`config.mk`:
```
export PLATFORM = sky130hd
export DESIGN_NAME = rtc_power_mgmt_control
export DESIGN_NICKNAME = d
export VERILOG_FILES = /design/src/logic/rtc_pm_pkg.sv /design/src/logic/pin_sync.sv /design/src/logic/rtc_power_mgmt_control.sv
export SDC_FILE = /design/constraint.sdc
export NUM_CORES = 1
export LEC_CHECK = 0
export BUFFER_PORTS_ARGS = -buffer_cell sky130_fd_sc_hd__clkbuf_2
export CAP_MARGIN = 30
export CORE_ASPECT_RATIO = 1.25
export CORE_MARGIN = 2
export CORE_UTILIZATION = 41
export CTS_CLUSTER_SIZE = 8
export DETAILED_ROUTE_END_ITERATION = 7
export PLACE_DENSITY_LB_ADDON = 0.12
export SLEW_MARGIN = 20
export SYNTH_ARGS = -nofsm -noshare
export SYNTH_HDL_FRONTEND = slang
export SYNTH_HIERARCHICAL = 1
export SYNTH_SLANG_ARGS = --single-unit
```
`constraint.sdc`:
```
create_clock -name pclk -period 1.7 [get_ports pclk]
set_clock_uncertainty 0.05 [all_clocks]
set_input_delay 0.34 -clock pclk [delete_from_list [all_inputs] [get_ports pclk]]
set_output_delay 0.34 -clock pclk [all_outputs]
set_load 0.05 [all_outputs]
```
`src/logic/rtc_pm_pkg.sv`:
```
// constants, field layout and types of the rtc power control slice
package rtc_pm_pkg;

  localparam int DATA_W = 32;
  localparam int ADDR_W = 16;
  localparam int REG_W = 16;

  // register index counts words, the bus byte address is four times it
  localparam logic [ADDR_W-1:0] PM_REG_INDEX = 16'h1930;
  localparam logic [ADDR_W-1:0] PM_REG_ADDR = {PM_REG_INDEX[13:0], 2'b00};

  localparam int BIT_CLK_OUT = 0;
  localparam int BIT_REG_PD = 1;
  localparam int BIT_REF_PD = 2;
  localparam int BIT_WAKE_DIR = 3;
  localparam int BIT_WAKE_DOUT = 4;
  localparam int BYTE_W = 8;

  // clock and system reset pulse timing
  localparam int CLK_MHZ = 125;
  localparam int SYS_RESET_NS = 64;
  localparam int RST_CYC = (SYS_RESET_NS * CLK_MHZ + 999) / 1000;
  localparam int RST_CNT_W = $clog2(RST_CYC);
  localparam logic [RST_CNT_W-1:0] RST_CNT_LAST = RST_CNT_W'(RST_CYC - 1);
  localparam logic [RST_CNT_W-1:0] RST_CNT_ONE = 3'h1;
  localparam logic [RST_CNT_W-1:0] RST_CNT_ZERO = 3'h0;

  typedef struct packed {
    logic wake_dout;
    logic wake_dir;
    logic reference_power_down;
    logic regulator_power_down;
    logic rtc_clock_out_enable;
  } pm_ctrl_s;

  localparam pm_ctrl_s CTRL_RESET = '{
    wake_dout: 1'b1,
    wake_dir: 1'b0,
    reference_power_down: 1'b0,
    regulator_power_down: 1'b0,
    rtc_clock_out_enable: 1'b0
  };

  typedef enum logic [1:0] {
    ST_ACTIVE,
    ST_DOWN,
    ST_RAMP,
    ST_RELEASE
  } pm_state_e;

endpackage : rtc_pm_pkg

```
`src/logic/pin_sync.sv`:
```
// three-stage synchroniser with agreement filter for one pin level
`timescale 1ns/1ps
module pin_sync (
  input wire logic pclk,
  input wire logic presetn,
  input wire logic d,
  output logic q
);

  logic s1_r;
  logic s2_r;
  logic s3_r;
  logic q_r;

  always_ff @(posedge pclk or negedge presetn) begin
    if (!presetn) begin
      s1_r <= 1'b0;
      s2_r <= 1'b0;
      s3_r <= 1'b0;
    end else begin
      s1_r <= d;
      s2_r <= s1_r;
      s3_r <= s2_r;
    end
  end

  // only a level seen by both late stages is passed on
  always_ff @(posedge pclk or negedge presetn) begin
    if (!presetn) begin
      q_r <= 1'b0;
    end else if (s2_r == s3_r) begin
      q_r <= s3_r;
    end
  end

  assign q = q_r;

endmodule : pin_sync

```
`src/logic/rtc_power_mgmt_control.sv`:
```
// rtc power management control: register, power-down sequencer, clock gate
//
// Our own choice: the APB slave port.
`timescale 1ns/1ps
// Operation
// - regulator power-down bit one shuts regulators and analog reset off
// - wake pin high (only while wake_dir is zero) or rtc alarm re-enables regulators and analog reset
// - regulator-only power-down leaves the bandgap reference running
// - bit zero gates the rtc clock output, one enables it
// - control register decoded at word index 1930h of rtc space
// - any power-down cuts core regulator, holds supply-valid low, isolates
// - reference power-down bit also shuts the bandgap reference off
// - supply threshold reached: supply-valid, system reset, isolation off
module rtc_power_mgmt_control (
  input wire logic pclk,
  input wire logic presetn,
  input wire logic psel,
  input wire logic penable,
  input wire logic pwrite,
  input wire logic [rtc_pm_pkg::ADDR_W-1:0] paddr,
  input wire logic [rtc_pm_pkg::DATA_W-1:0] pwdata,
  input wire logic [3:0] pstrb,
  output logic [rtc_pm_pkg::DATA_W-1:0] prdata,
  output logic pready,
  output logic pslverr,
  input wire logic rtc_clk_in,
  input wire logic wake_in,
  output logic wake_out,
  output logic wake_oe_n,
  input wire logic alarm_irq,
  input wire logic supply_threshold,
  output logic rtc_clock_out,
  output logic regulator_enable,
  output logic power_on_reset_enable,
  output logic reference_enable,
  output logic core_regulator_output,
  output logic supply_valid,
  output logic system_reset_n,
  output logic rtc_isolate
);

  function automatic logic [rtc_pm_pkg::DATA_W-1:0] word_of(
    input rtc_pm_pkg::pm_ctrl_s c
  );
    logic [rtc_pm_pkg::DATA_W-1:0] w;
    w = '0;
    w[rtc_pm_pkg::BIT_CLK_OUT] = c.rtc_clock_out_enable;
    w[rtc_pm_pkg::BIT_REG_PD] = c.regulator_power_down;
    w[rtc_pm_pkg::BIT_REF_PD] = c.reference_power_down;
    w[rtc_pm_pkg::BIT_WAKE_DIR] = c.wake_dir;
    w[rtc_pm_pkg::BIT_WAKE_DOUT] = c.wake_dout;
    return w;
  endfunction : word_of

  // all live bits sit in the low byte lane; reserved bits ignore writes
  function automatic rtc_pm_pkg::pm_ctrl_s ctrl_of(
    input logic [rtc_pm_pkg::DATA_W-1:0] w,
    input logic lane0,
    input rtc_pm_pkg::pm_ctrl_s old
  );
    rtc_pm_pkg::pm_ctrl_s c;
    c = old;
    if (lane0) begin
      c.rtc_clock_out_enable = w[rtc_pm_pkg::BIT_CLK_OUT];
      c.regulator_power_down = w[rtc_pm_pkg::BIT_REG_PD];
      c.reference_power_down = w[rtc_pm_pkg::BIT_REF_PD];
      c.wake_dir = w[rtc_pm_pkg::BIT_WAKE_DIR];
      c.wake_dout = w[rtc_pm_pkg::BIT_WAKE_DOUT];
    end
    return c;
  endfunction : ctrl_of

  function automatic logic pd_request(input rtc_pm_pkg::pm_ctrl_s c);
    return c.regulator_power_down | c.reference_power_down;
  endfunction : pd_request

  rtc_pm_pkg::pm_ctrl_s ctrl_r;
  rtc_pm_pkg::pm_state_e st_r;
  rtc_pm_pkg::pm_state_e st_nxt;
  logic [rtc_pm_pkg::RST_CNT_W-1:0] cnt_r;
  logic [rtc_pm_pkg::DATA_W-1:0] prdata_r;
  logic pready_r;
  logic pslverr_r;
  logic rtc_clock_out_r;
  logic regulator_en_r;
  logic por_en_r;
  logic reference_en_r;
  logic core_reg_out_r;
  logic supply_valid_r;
  logic sys_reset_n_r;
  logic rtc_isolate_r;
  logic wake_out_r;
  logic wake_oe_n_r;
  logic wake_q;
  logic thr_q;
  logic rtc_clk_q;
  logic acc_first;
  logic acc_done;
  logic addr_hit;
  logic wake_evt;

  pin_sync u_wake_sync (
    .pclk(pclk),
    .presetn(presetn),
    .d(wake_in),
    .q(wake_q)
  );

  pin_sync u_thr_sync (
    .pclk(pclk),
    .presetn(presetn),
    .d(supply_threshold),
    .q(thr_q)
  );

  pin_sync u_clk_sync (
    .pclk(pclk),
    .presetn(presetn),
    .d(rtc_clk_in),
    .q(rtc_clk_q)
  );

  assign acc_first = psel & penable & ~pready_r;
  assign acc_done = psel & penable & pready_r;
  assign addr_hit = (paddr == rtc_pm_pkg::PM_REG_ADDR);
  // a wake pulse shorter than two pclk cycles may be lost in the filter
  assign wake_evt = (~ctrl_r.wake_dir & wake_q) | alarm_irq;

  // one wait state: pready rises in the second access cycle
  always_ff @(posedge pclk or negedge presetn) begin
    if (!presetn) begin
      pready_r <= 1'b0;
    end else begin
      pready_r <= acc_first;
    end
  end

  // accesses while supply-valid is low and unmapped addresses answer with an error
  always_ff @(posedge pclk or negedge presetn) begin
    if (!presetn) begin
      pslverr_r <= 1'b0;
      prdata_r <= '0;
    end else if (acc_first) begin
      pslverr_r <= ~addr_hit | ~supply_valid_r;
      if (!pwrite && addr_hit && supply_valid_r) begin
        prdata_r <= word_of(ctrl_r);
      end else begin
        prdata_r <= '0;
      end
    end else begin
      pslverr_r <= 1'b0;
    end
  end

  // power-down bits drop by hardware on wake; bus is closed then
  always_ff @(posedge pclk or negedge presetn) begin
    if (!presetn) begin
      ctrl_r <= rtc_pm_pkg::CTRL_RESET;
    end else if (st_r == rtc_pm_pkg::ST_DOWN && wake_evt) begin
      ctrl_r.regulator_power_down <= 1'b0;
      ctrl_r.reference_power_down <= 1'b0;
    end else if (acc_done && pwrite && !pslverr_r) begin
      ctrl_r <= ctrl_of(pwdata, pstrb[0], ctrl_r);
    end
  end

  always_comb begin
    st_nxt = st_r;
    case (st_r)
      rtc_pm_pkg::ST_ACTIVE: begin
        if (pd_request(ctrl_r)) begin
          st_nxt = rtc_pm_pkg::ST_DOWN;
        end
      end
      rtc_pm_pkg::ST_DOWN: begin
        if (wake_evt) begin
          st_nxt = rtc_pm_pkg::ST_RAMP;
        end
      end
      rtc_pm_pkg::ST_RAMP: begin
        if (thr_q) begin
          st_nxt = rtc_pm_pkg::ST_RELEASE;
        end
      end
      rtc_pm_pkg::ST_RELEASE: begin
        if (cnt_r == rtc_pm_pkg::RST_CNT_LAST) begin
          st_nxt = rtc_pm_pkg::ST_ACTIVE;
        end
      end
      default: begin
        st_nxt = rtc_pm_pkg::ST_ACTIVE;
      end
    endcase
  end

  always_ff @(posedge pclk or negedge presetn) begin
    if (!presetn) begin
      st_r <= rtc_pm_pkg::ST_ACTIVE;
    end else begin
      st_r <= st_nxt;
    end
  end

  always_ff @(posedge pclk or negedge presetn) begin
    if (!presetn) begin
      cnt_r <= rtc_pm_pkg::RST_CNT_ZERO;
    end else if (st_r == rtc_pm_pkg::ST_RELEASE) begin
      cnt_r <= cnt_r + rtc_pm_pkg::RST_CNT_ONE;
    end else begin
      cnt_r <= rtc_pm_pkg::RST_CNT_ZERO;
    end
  end

  // supply controls follow the next state so they change with it
  always_ff @(posedge pclk or negedge presetn) begin
    if (!presetn) begin
      regulator_en_r <= 1'b1;
      por_en_r <= 1'b1;
      core_reg_out_r <= 1'b1;
      reference_en_r <= 1'b1;
    end else begin
      regulator_en_r <= st_nxt != rtc_pm_pkg::ST_DOWN;
      por_en_r <= st_nxt != rtc_pm_pkg::ST_DOWN;
      core_reg_out_r <= st_nxt != rtc_pm_pkg::ST_DOWN;
      // bandgap kept alive for a quick wake unless asked off
      reference_en_r <= !(st_nxt == rtc_pm_pkg::ST_DOWN &&
                          ctrl_r.reference_power_down);
    end
  end

  always_ff @(posedge pclk or negedge presetn) begin
    if (!presetn) begin
      supply_valid_r <= 1'b1;
      sys_reset_n_r <= 1'b1;
      rtc_isolate_r <= 1'b0;
    end else begin
      supply_valid_r <= st_nxt == rtc_pm_pkg::ST_RELEASE ||
                        st_nxt == rtc_pm_pkg::ST_ACTIVE;
      sys_reset_n_r <= st_nxt != rtc_pm_pkg::ST_RELEASE;
      rtc_isolate_r <= st_nxt != rtc_pm_pkg::ST_ACTIVE;
    end
  end

  // gated copy of the sampled rtc clock, low whenever disabled
  always_ff @(posedge pclk or negedge presetn) begin
    if (!presetn) begin
      rtc_clock_out_r <= 1'b0;
    end else begin
      rtc_clock_out_r <= ctrl_r.rtc_clock_out_enable & rtc_clk_q;
    end
  end

  // open-drain wake pin: only ever pulls low
  always_ff @(posedge pclk or negedge presetn) begin
    if (!presetn) begin
      wake_out_r <= 1'b0;
      wake_oe_n_r <= 1'b1;
    end else begin
      wake_out_r <= 1'b0;
      wake_oe_n_r <= ~(ctrl_r.wake_dir & ~ctrl_r.wake_dout);
    end
  end

  assign prdata = prdata_r;
  assign pready = pready_r;
  assign pslverr = pslverr_r;
  assign rtc_clock_out = rtc_clock_out_r;
  assign regulator_enable = regulator_en_r;
  assign power_on_reset_enable = por_en_r;
  assign reference_enable = reference_en_r;
  assign core_regulator_output = core_reg_out_r;
  assign supply_valid = supply_valid_r;
  assign system_reset_n = sys_reset_n_r;
  assign rtc_isolate = rtc_isolate_r;
  assign wake_out = wake_out_r;
  assign wake_oe_n = wake_oe_n_r;
endmodule : rtc_power_mgmt_control

```
== Word-level counts from Yosys, hierarchy flattened ==
Cells that the tools add are included.
Storage, ports and cells
  register bits after elaboration: 63
  bits in latches: 0
  bits in writable memories: 0
  bits in read-only memories: 0
  output and inout port bits: 44
  word-level logic and storage cells: 86
  memories: 0
Operators by class
  add/subtract/negate cells: 1
  $mul: 0
  div/mod/pow operators: 0
  order comparisons: 0
  equal/unequal tests: 12
  shift-type cells: 0
  multiplexer cells: 11
  bitwise logic cells: 16
  reductions and logical operators: 17
Operators by type and width (number)
  $eq A16 B15 Y1 const B: 1
  $mux W2: 5
  $mux W3: 3
  $pmux W2 S4: 1
  $not A1 Y1: 7
  $and A1 B1 Y1: 6
  $eq A2 B2 Y1 const B: 3
  $logic_and A1 B1 Y1: 6
  $reduce_bool A2 Y1: 3
  $mux W5: 1
  $eq A2 B1 Y1 const B: 2
  $logic_not A2 Y1: 2
  $add A3 B1 Y3 const B: 1
  $eq A1 B1 Y1: 3
  $eq A3 B3 Y1 const B: 1
  $logic_not A1 Y1: 3
  $or A1 B1 Y1: 3
  $reduce_and A3 Y1: 1
  $ne A2 B1 Y1 const B: 1
  $ne A2 B2 Y1 const B: 1
  $reduce_and A2 Y1: 1
  $logic_or A1 B1 Y1: 1
  $mux W1: 1

== Longest topological paths before layout ==
Gate-level depths: netlist (run 1).
  depth after elaboration: 8
  gate-level depth with buffers: 7
  mapped depth without buffers: 7

== By module ==
The synthesis (run 1) kept the hierarchy.
Modules (own cells, without submodules)
  rtc_power_mgmt_control: times used 1, cells each 114, area an instance 1249.9 um^2, sequential area each 608.1 um^2
  pin_sync: times used 3, cells each 5, area an instance 111.4 um^2, sequential area each 100.1 um^2

== Least setup slack after synthesis (run 1) ==
OpenSTA, ideal clock, no wires.
  path type: register -> register
  from: register pslverr_r (netlist: pslverr)
  to: register ctrl_r[0] in the netlist's numbering
  library setup time: 125 ps
  arrival time: 1424 ps
  slack: 101 ps
  cell stages (with the launch flop): 5
  path through: dfrtp_1 -> nand4b_1 -> nor2_1 -> o21ai_1 -> mux2_2
Between the ends
  word-level cells in the longest chain between the ends: 3
RTL lines
  start: declaration: line rtc_power_mgmt_control.sv:83  | logic pslverr_r;
  start signal: assignment: line rtc_power_mgmt_control.sv:144  | pslverr_r <= ~addr_hit | ~supply_valid_r;
  $logic_not A1 Y1: line rtc_power_mgmt_control.sv:162  | end else if (acc_done && pwrite && !pslverr_r) begin
  $logic_and A1 B1 Y1: line rtc_power_mgmt_control.sv:162
  $reduce_and A3 Y1 (no line)
  end signal: assignment: line rtc_power_mgmt_control.sv:158  | ctrl_r <= rtc_pm_pkg::CTRL_RESET;
  end signal: assignment: line rtc_power_mgmt_control.sv:163  | ctrl_r <= ctrl_of(pwdata, pstrb[0], ctrl_r);
  end: declaration: line rtc_power_mgmt_control.sv:77  | rtc_pm_pkg::pm_ctrl_s ctrl_r;
No other way between the ends.
A chain may end at the register's enable or synchronous reset.

== Final worst setup path (run 1) ==
  from: register cnt_r[0] in the netlist's numbering
  to: register supply_valid_r (netlist: supply_valid)
Between the ends
  word-level cells in the longest chain between the ends: 5
  elaborated cells between the ends (all ways): 6
  those cells by class: 2 x eq/ne; 2 x mux; 2 x reduce/logical
RTL lines
  start: declaration: line rtc_power_mgmt_control.sv:80  | logic [rtc_pm_pkg::RST_CNT_W-1:0] cnt_r;
  start signal: assignment: line rtc_power_mgmt_control.sv:206  | cnt_r <= rtc_pm_pkg::RST_CNT_ZERO;
  start signal: assignment: line rtc_power_mgmt_control.sv:208  | cnt_r <= cnt_r + rtc_pm_pkg::RST_CNT_ONE;
  start signal: assignment: line rtc_power_mgmt_control.sv:210  | cnt_r <= rtc_pm_pkg::RST_CNT_ZERO;
  $eq A3 B3 Y1 (*): line rtc_power_mgmt_control.sv:186  | if (cnt_r == rtc_pm_pkg::RST_CNT_LAST) begin
  $mux W2 (*): line rtc_power_mgmt_control.sv:186
  $pmux W2 S4 (*): line rtc_power_mgmt_control.sv:169  | case (st_r)
  net st_nxt[0]: line rtc_power_mgmt_control.sv:79  | rtc_pm_pkg::pm_state_e st_nxt;
  $eq A2 B2 Y1 or $logic_not A2 Y1 (tied branches): line rtc_power_mgmt_control.sv:237, rtc_power_mgmt_control.sv:238
  $logic_or A1 B1 Y1 (*): line rtc_power_mgmt_control.sv:237  | supply_valid_r <= st_nxt == rtc_pm_pkg::ST_RELEASE ||
  end signal: assignment: line rtc_power_mgmt_control.sv:237
  end: declaration: line rtc_power_mgmt_control.sv:89  | logic supply_valid_r;
The timed path passes the listed nets; every way through them passes the cells marked *.

==> results of run 1 <==
area by class of cell:
class / instances / area share (%)
sequential: 36 / 48.5
multi-input combinational: 81 / 27.6
timing repair buffer: 50 / 14.7
clock buffer: 8 / 5.34
tap: 40 / 2.67
inverter: 6 / 1.20
synth_stat cells, types with 2 or more instances:
cell	count
mux2_2	3
and3_1	2
dfrtp_1	30
a21o_1	2
mux2i_1	3
a22o_1	5
maj3_2	3
nand2_1	4
buf_4	30
nand4b_1	2
clkbuf_1	2
dfstp_2	6
ha_1	5
nor2_1	10
inv_1	6
a21oi_1	3
nand2b_1	2
worst max path at each step:
stage | cells past startpoint | slack (ps) | endpoint
after floorplan | 4 | 100 | ctrl_r[0]$_DFFE_PN0P_
after global placement | 5 | 110 | prdata[2]$_DFFE_PN0P_
after detailed placement | 5 | 90 | prdata[4]$_DFFE_PN0P_
after CTS | 6 | 100 | supply_valid$_DFF_PN1_
after global routing | 7 | 2 | reference_enable$_DFF_PN1_
final | 6 | 130 | supply_valid$_DFF_PN1_
power by group through the flow:
| stage | registers (uW) | clock network, uW | logic [uW] |
|---|---|---|---|
| global placement | 1130 | 0 | 705 |
| floorplan | 1250 | 0 | 509 |
| finish | 1120 | 637 | 707 |
| global route | 1140 | 704 | 771 |
| CTS | 1120 | 667 | 718 |
| detailed placement | 1130 | 0 | 712 |
registers in the layout (all words and copies together), names as in the netlist, 2 cells and up:
register  count
cnt_r         3
ctrl_r        5
prdata        5
st_r          2
through the flow:
step	area [um2]	util, %
2_1_floorplan	1690	-
3_3_place_gp	1760	47.0
3_5_place_dp	1760	47.0
4_1_cts	1870	49.9
5_1_grt	1870	49.9
6_report	1870	49.9
critical path: cells and delay by family, from the launching register on:
kind / cells / cell delay [ps]
adder cells (fa/ha/maj): 3 / 680
buffers and inverters: 1 / 50
AO/OA/AOI/OAI: 1 / 270
multiplexers: 1 / 80
flip-flops: 1 / 380
layer usage:
metal,track usage (%),part of all wire [%],vias up
met1,12.6,38,470
met3,5.11,8.8,5
met5,0,0,-
met2,19.5,51,54
met4,5.93,1.9,0
li1,-,-,470
cells by family after synthesis:
logic type | Yosys count | share of synthesized area (%)
simple gates | 27 | 10.4
flops | 36 | 57.3
buf+inv | 39 | 16.4
compound gates | 12 | 5.45
mux | 6 | 4.03
fa+ha+maj | 8 | 6.08
other cells | 1 | 0.237
repair_timing:
action / in CTS / in global routing
hold buffers: 1 / 0
endpoints found under the hold margin: 15 / 0
setup buffers: 0 / 0
==> run summary, run 1 <==
Status: finished clean
CTS clk-pin slew, worst paths: 60 ps
Synth top area share: 47.4%
Leakage: 0.000987 uW
Final Worst Setup Slack: 125 ps
CTS tree: built
Top cells by area, synth: dfrtp_1, buf_4, dfstp_2
Hold path endpoint: u_thr_sync/s1_r$_DFF_PN0_
Reg2reg setup slack: 130 ps
Initial DRC count: 10
Area grow syn2layout: 18.2%
Worst r2r dst: supply_valid$_DFF_PN1_
Grt ovf: 0
Number of global-route vias before repair: 895
R2R Path Start: cnt_r[0]$_DFF_PN0_
Initial antenna violation count: 0
Cell Rows: 25
Top Ports: 105
Post-Syn Instances: 129
Register area share after synthesis: 57.3%
Crit-path cells: ha_1, ha_1, inv_1, mux2i_1, a21oi_1, ha_1
First-pass GRT wire length: 3.73 mm
Max incr delay on CP: 380 ps
Vias: 999
Drt drc: 0
Min Tclk post-route: 1570 ps
Fmax: 0.635 GHz
Yosys reg bits: 36
Clock Root Buffer: clkbuf_8
Share of layout cells above drive strength 1: 38.7%
Comb power frac: 28.7%
Psw: 879 uW
Req. time, crit path: 1850 ps
Die ar.: 4380 um2
Pre-CTS setup slack: 90.0 ps
CTS resizes: 0
Worst skew pair latency: 280 ps
Number of synthesized flops with an enable pin: 0
Design Power: 2460 uW
Placed Instances: 212
Final Hold Vio Count: 0
Pwr per Cell Area: 1310 nW/um2
CTS H-tree lvls: 2
Crit path from: cnt_r[0]$_DFF_PN0_
Async SR Flop Fraction: 100%
Core ar.: 3750 um2
Hold path cells: 1
Top FF cell, synth: dfrtp_1
CP dominant cell by count: ha_1
Hold Startpoint: supply_threshold
Layout Cells excl Fill: 221
Sum Neg Setup Slack: 0 ps
Largest area contributor in the netlist: dfrtp_1
Largest net degree at the start of global routing: 20
DIE HEIGHT: 73.5 um
Crit path launch type: register
Switching share of power: 35.7%
Antenna cell count: 0
Post-DRT Antenna Nets: 0
Most common cell after layout, fill and taps aside: clkbuf_2
Via density: 4.52
Fin Hold WS: 117 ps
DRT Wirelength: 2.45 mm
Post-Syn Area: 1580 um2
Internal power: 1580 uW
CP max FO: 3
Synth cell types: 28
Starting Density: 42.2%
Reg2Reg Depth: 6
Seq. cell area: 908 um2
Sequential power share: 45.4%
RSZ-0062 raised after global routing: no
Commonest cells after routing, fill and taps aside: clkbuf_2, dfrtp_1, conb_1
Setup-failing EPs final: 0
VDD IR max: 0.000642 V
Critical Path End Type: register
CP Data Arrival Time: 1730 ps
Final Cycle Share: 92.6%
Hold Crit Class: in -> reg
Slew Limit Fails: 0
Highest-delay cell along the critical path: dfrtp_1
Filler instances: 342
Clk sinks: 36
DR WL/cell: 11.1 um
Number of CTS-inserted buffers: 5
First-pass detailed-route iteration total: 4
Max cap viols: 0
Clock tree buffer depth: 2
Synth warn: 6
Clk pwr share: 25.9%
Buffers on Ports: 46
Multi-input logic area: 517 um2
Nets: 246
Syn Area/Cell: 12.3 um2
Post-DP HPWL: 1.99 mm
Critical path class: reg -> reg
Total track usage: 11.8%
Gp weighted congestion: 0.698
Die width: 59.6 um
No activity file was read; power rests on OpenSTA's default activity.
==> run 2: changes to the inputs <==
- PLACE_DENSITY: default -> 0.8
- PLACE_DENSITY_LB_ADDON: 0.12 -> default
==> run 2 against run 1 <==
Compared with the run above:
- final area about the same
- global-route usage grew 0.11 points
- non-clock buffer count rose by 1
- critical path depth is 1 higher
- combinational power up 4.8%
- register-to-register slack better by 80 ps
- clock-buffer cell count decreased by 3
- via count down 0.40%
==> run summary, run 2 (same netlist as run 1, synthesis figures left out) <==
Status: finished clean (unchanged)
Top Ports: 105 (unchanged)
Vias: 995 (was 999)
Cell Rows: 25 (unchanged)
Placed cell area: 1770 um2 (was 1760 um2)
Critical path class: reg -> reg (unchanged)
Share of layout cells above drive strength 1: 40.1% (was 38.7%)
Leakage: 0.000988 uW (was 0.000987 uW)
Design Power: 2420 uW (was 2460 uW)
Final Cycle Share: 88.1% (was 92.6%)
Number of global-route vias before repair: 889 (was 895)
Via density: 4.48 (was 4.52)
RSZ-0062 raised after global routing: no (unchanged)
Sum Neg Setup Slack: 0 ps (unchanged)
Largest net degree at the start of global routing: 20 (unchanged)
Number of CTS-inserted buffers: 5 (unchanged)
Slew Limit Fails: 0 (unchanged)
Placed Instances: 213 (was 212)
Commonest cells after routing, fill and taps aside: clkbuf_2, dfrtp_1, conb_1 (unchanged)
Clock tree buffer depth: 2 (unchanged)
Gp weighted congestion: 0.743 (was 0.698)
Area grow syn2layout: 18.2% (about the same)
Req. time, crit path: 1860 ps (was 1850 ps)
Total track usage: 11.9% (was 11.8%)
CTS clk-pin slew, worst paths: 70 ps (was 60 ps)
CP Data Arrival Time: 1660 ps (was 1730 ps)
Core ar.: 3750 um2 (unchanged)
Die ar.: 4380 um2 (unchanged)
Final Worst Setup Slack: 202 ps (was 125 ps)
Nets: 247 (was 246)
Critical Path End Type: register (unchanged)
Setup-failing EPs final: 0 (unchanged)
Antenna cell count: 0 (unchanged)
Min Tclk post-route: 1500 ps (was 1570 ps)
Clock Root Buffer: clkbuf_8 (unchanged)
DR WL/cell: 10.5 um (was 11.1 um)
Die width: 59.6 um (unchanged)
Post-route cell area: 1870 um2 (about the same)
Pwr per Cell Area: 1290 nW/um2 (was 1310 nW/um2)
Post-DRT Antenna Nets: 0 (unchanged)
DIE HEIGHT: 73.5 um (unchanged)
First-pass GRT wire length: 3.66 mm (was 3.73 mm)
Clk sinks: 36 (unchanged)
First-pass detailed-route iteration total: 2 (was 4)
Worst skew pair latency: 290 ps (was 280 ps)
Drt drc: 0 (unchanged)
Crit path launch type: register (unchanged)
Hold Crit Class: in -> reg (unchanged)
Initial DRC count: 17 (was 10)
Fmax: 0.667 GHz (was 0.635 GHz)
Max cap viols: 0 (unchanged)
Layout Cells excl Fill: 222 (was 221)
Grt ovf: 0 (unchanged)
Starting Density: 42.2% (unchanged)
Pre-CTS setup slack: 88.7 ps (was 90.0 ps)
Post-DP HPWL: 1.85 mm (was 1.99 mm)
Initial antenna violation count: 0 (unchanged)
Post-CTS setup buffer count: 0 (unchanged)
VDD IR max: 0.000635 V (was 0.000642 V)
Final Hold Vio Count: 0 (unchanged)
Most common cell after layout, fill and taps aside: clkbuf_2 (unchanged)
Buffers on Ports: 46 (unchanged)
CTS H-tree lvls: 2 (unchanged)
DRT Wirelength: 2.33 mm (was 2.45 mm)
CTS tree: built (unchanged)
CP max FO: 3 (unchanged)
[run 2: layout make-up]
| type | count | area, um2 |
|---|---|---|
| Sequential cell | 36 | 908 |
| Timing Repair Buffer | 51 | 283 |
| Clock buffer | 5 | 68.8 |
| Clock inverter | 3 | 18.8 |
| Inverter | 6 | 22.5 |
| Fill cell | 343 | 1880 |
| Tap cell | 40 | 50.0 |
| Multi-Input combinational cell | 81 | 520 |
[run 2: stage by stage]
stage	hold slack, ps	util (%)
after floorplan	-5.59	-
after global placement	266	47.2
after detailed placement	271	47.2
after CTS	102	49.8
after global routing	96.6	49.9
final	111	49.9
[run 2: worst max-delay path, cell delays in order, from the launching register on]
cell     delay, ps
dfrtp_1        380
ha_1           200
ha_1           190
inv_1           50
mux2i_1        100
a21oi_2        210
ha_1           190
nand2_1         70
[run 2: final timing paths]
check	startpoint	endpoint	slack, ps	cells past startpoint
min in group asynchronous	presetn	prdata[3]$_DFFE_PN0P_	500	2
max reg2reg	cnt_r[0]$_DFF_PN0_	reference_enable$_DFF_PN1_	200	7
max	cnt_r[0]$_DFF_PN0_	reference_enable$_DFF_PN1_	200	7
max in group asynchronous	presetn	ctrl_r[4]$_DFFE_PN1P_	560	3
min	rtc_clk_in	u_clk_sync/s1_r$_DFF_PN0_	110	1
min reg2reg	u_thr_sync/s1_r$_DFF_PN0_	u_thr_sync/s2_r$_DFF_PN0_	300	0
[run 2: routing by layer]
layer | vias to the layer above | global-route usage, % | part of all wire [%]
li1 | 469 | - | -
met1 | 459 | 10.8 | 38
met2 | 60 | 21.5 | 49
met3 | 7 | 3.35 | 9.8
met4 | 0 | 8.89 | 3.1
met5 | - | 0 | 0
[run 2: repair_timing]
action | CTS | global route
hold buffers | 1 | 0
setup endpoints to repair | 0 | 1
hold endpoints to repair | 13 | 0
gates resized for setup | 0 | 1
[run 2: where the power goes]
group	internal [uW]	leakage (uW)	switching, uW	total (uW)
registers	1020	0.000433	81.5	1100
logic	206	0.000507	534	741
clock network	285	0.0000479	292	577
total	1510	0.000988	908	2420
==> run 3: changes to the inputs <==
- CORE_UTILIZATION: 41 -> 37
- PLACE_DENSITY: 0.8 -> 0.76
- clock period: 1.7 -> 1.3 ns (I/O delays scaled with it)
==> run 3 against run 2 <==
Compared with the run above:
- the run now ends with negative setup slack left
- sequential share of layout area decreased by 7.1 points
- combinational power increased by 92%
- die area increased by 10%
- first-iteration DRC count increased by 24%
- via count increased by 8.3%
- clock-buffer cell count increased by 2
- highest routed layer unchanged
- largest cell class unchanged
- utilization increased by 3.9 points
- register-to-register slack got worse by 300 ps
- critical endpoint is now supply_valid$_DFF_PN1_
==> run summary, run 3 (same netlist as run 1, synthesis figures left out) <==
VDD IR max: 0.000720 V (was 0.000635 V)
Pwr per Cell Area: 1680 nW/um2 (was 1290 nW/um2)
Min Tclk post-route: 1390 ps (was 1500 ps)
Max incr delay on CP: 350 ps (was 380 ps)
Die ar.: 4820 um2 (was 4380 um2)
Final Hold Vio Count: 0 (unchanged)
Reg2reg setup slack: -90 ps (was 200 ps)
CP max FO: 3 (unchanged)
CTS clk-pin slew, worst paths: 70 ps (about the same)
Clock tree buffer depth: 2 (unchanged)
CP Data Arrival Time: 1560 ps (was 1660 ps)
Initial antenna violation count: 0 (unchanged)
Slew Limit Fails: 0 (unchanged)
Core ar.: 4100 um2 (was 3750 um2)
Status: finished with violations (was finished clean)
Initial DRC count: 21 (was 17)
Largest net degree at the start of global routing: 16 (was 20)
Gp weighted congestion: 0.752 (was 0.743)
CTS H-tree lvls: 2 (unchanged)
Final Worst Setup Slack: -94.7 ps (was 202 ps)
Cell Rows: 26 (was 25)
First-pass detailed-route iteration total: 4 (was 2)
Fmax: 0.717 GHz (was 0.667 GHz)
Post-DRT Antenna Nets: 0 (unchanged)
Post-DP HPWL: 1.98 mm (was 1.85 mm)
DRT Wirelength: 2.61 mm (was 2.33 mm)
Starting Density: 38.6% (was 42.2%)
Clk sinks: 36 (unchanged)
Commonest cells after routing, fill and taps aside: clkbuf_2, conb_1, dfrtp_1 (was clkbuf_2, dfrtp_1, conb_1)
Post-route cell area: 2200 um2 (was 1870 um2)
Final Cycle Share: 107% (was 88.1%)
Setup-failing EPs final: 15 (was 0)
Number of global-route vias before repair: 982 (was 889)
Placed cell area: 1900 um2 (was 1770 um2)
Total track usage: 12.0% (was 11.9%)
Top Ports: 105 (unchanged)
Leakage: 0.00110 uW (was 0.000988 uW)
Drt drc: 0 (unchanged)
Area grow syn2layout: 39.0% (was 18.2%)
Seq. cell area: 912 um2 (was 908 um2)
Highest-delay cell along the critical path: dfrtp_1 (unchanged)
Most common cell after layout, fill and taps aside: clkbuf_2 (unchanged)
Core Util, Final: 53.7% (was 49.9%)
Clock Root Buffer: clkbuf_8 (unchanged)
Share of layout cells above drive strength 1: 51.8% (was 40.1%)
Failing checks: negative setup slack
Critical Path End Type: register (unchanged)
Via density: 4.26 (was 4.48)
Number of CTS-inserted buffers: 5 (unchanged)
First-pass GRT wire length: 4.39 mm (was 3.66 mm)
CTS tree: built (unchanged)
Crit-path cells: ha_2, ha_4, inv_2, mux2i_4, a21oi_4, ha_1 (was ha_1, ha_1, inv_1, mux2i_1, a21oi_2, ha_1, nand2_1)
Critical path class: reg -> reg (unchanged)
Vias: 1078 (was 995)
Nets: 262 (was 247)
Crit path launch type: register (unchanged)
Hold Crit Class: in -> reg (unchanged)
Die width: 62.5 um (was 59.6 um)
Hold path cells: 1 (unchanged)
RSZ-0062 raised after global routing: yes (was no)
Worst skew pair latency: 290 ps (about the same)
Reg2Reg Depth: 6 (was 7)
Sum Neg Setup Slack: -904 ps (was 0 ps)
Req. time, crit path: 1460 ps (was 1860 ps)
Pre-CTS setup slack: -214 ps (was 88.7 ps)
Multi-input logic area: 587 um2 (was 520 um2)
Grt ovf: 0 (unchanged)
Max cap viols: 0 (unchanged)
Antenna cell count: 0 (unchanged)
Filler instances: 356 (was 343)
Buffers on Ports: 46 (unchanged)
DR WL/cell: 10.3 um (was 10.5 um)
DIE HEIGHT: 77.2 um (was 73.5 um)
## run 3: layer usage
layer | track usage, % | vias to the layer above | routed length, um
li1 | - | 503 | -
met1 | 13.1 | 512 | 960
met2 | 19.2 | 57 | 1320
met3 | 5.28 | 6 | 268
met4 | 6.67 | 0 | 62
met5 | 0 | - | 0
## run 3: worst paths after layout
| kind | end | startpoint |
|---|---|---|
| min reg2reg | u_wake_sync/s2_r$_DFF_PN0_ | u_wake_sync/s1_r$_DFF_PN0_ |
| max | supply_valid$_DFF_PN1_ | cnt_r[0]$_DFF_PN0_ |
| min | u_wake_sync/s1_r$_DFF_PN0_ | wake_in |
| max reg2reg | supply_valid$_DFF_PN1_ | cnt_r[0]$_DFF_PN0_ |
| max in group asynchronous | system_reset_n$_DFF_PN1_ | presetn |
| min in group asynchronous | prdata[4]$_DFFE_PN0P_ | presetn |
## run 3: timing repair
item / in CTS / in global routing
buffers inserted: 2 / 3
hold buffers: 1 / 0
hold endpoints to repair: 10 / 0
pin swaps: 5 / 5
gates resized for setup: 24 / 13
setup endpoints to repair: 19 / 23
## run 3: layout make-up
cell class,count,area share [%]
multi-input combinational,81,26.6
timing repair buffer,66,23.5
inverter,6,1.02
sequential,36,41.4
tap,56,3.18
clock buffer,7,3.92
clock inverter,1,0.341
## run 3: power by group
part | leakage [uW] | switching [uW] | internal (uW)
combinational | 0.000624 | 800 | 616
sequential | 0.000430 | 131 | 1340
clock | 0.0000445 | 381 | 430
total | 0.00110 | 1310 | 2390
## run 3: worst max-delay path: cells and delay by family (launching register included)
family          cells  cell delay, ps
mux                 1             170
flops               1             350
fa+ha+maj           3             630
buf+inv             1              40
compound gates      1              90
## run 3: metrics by stage
step | total power, uW | instances | hold slack (ps)
3_3_place_gp | 2530 | 239 | 125
6_report | 3700 | 253 | 21.4
4_1_cts | 3580 | 250 | 10.4
2_1_floorplan | 2350 | 156 | -85.6
3_5_place_dp | 2560 | 239 | 137
5_1_grt | 3930 | 253 | 8.03
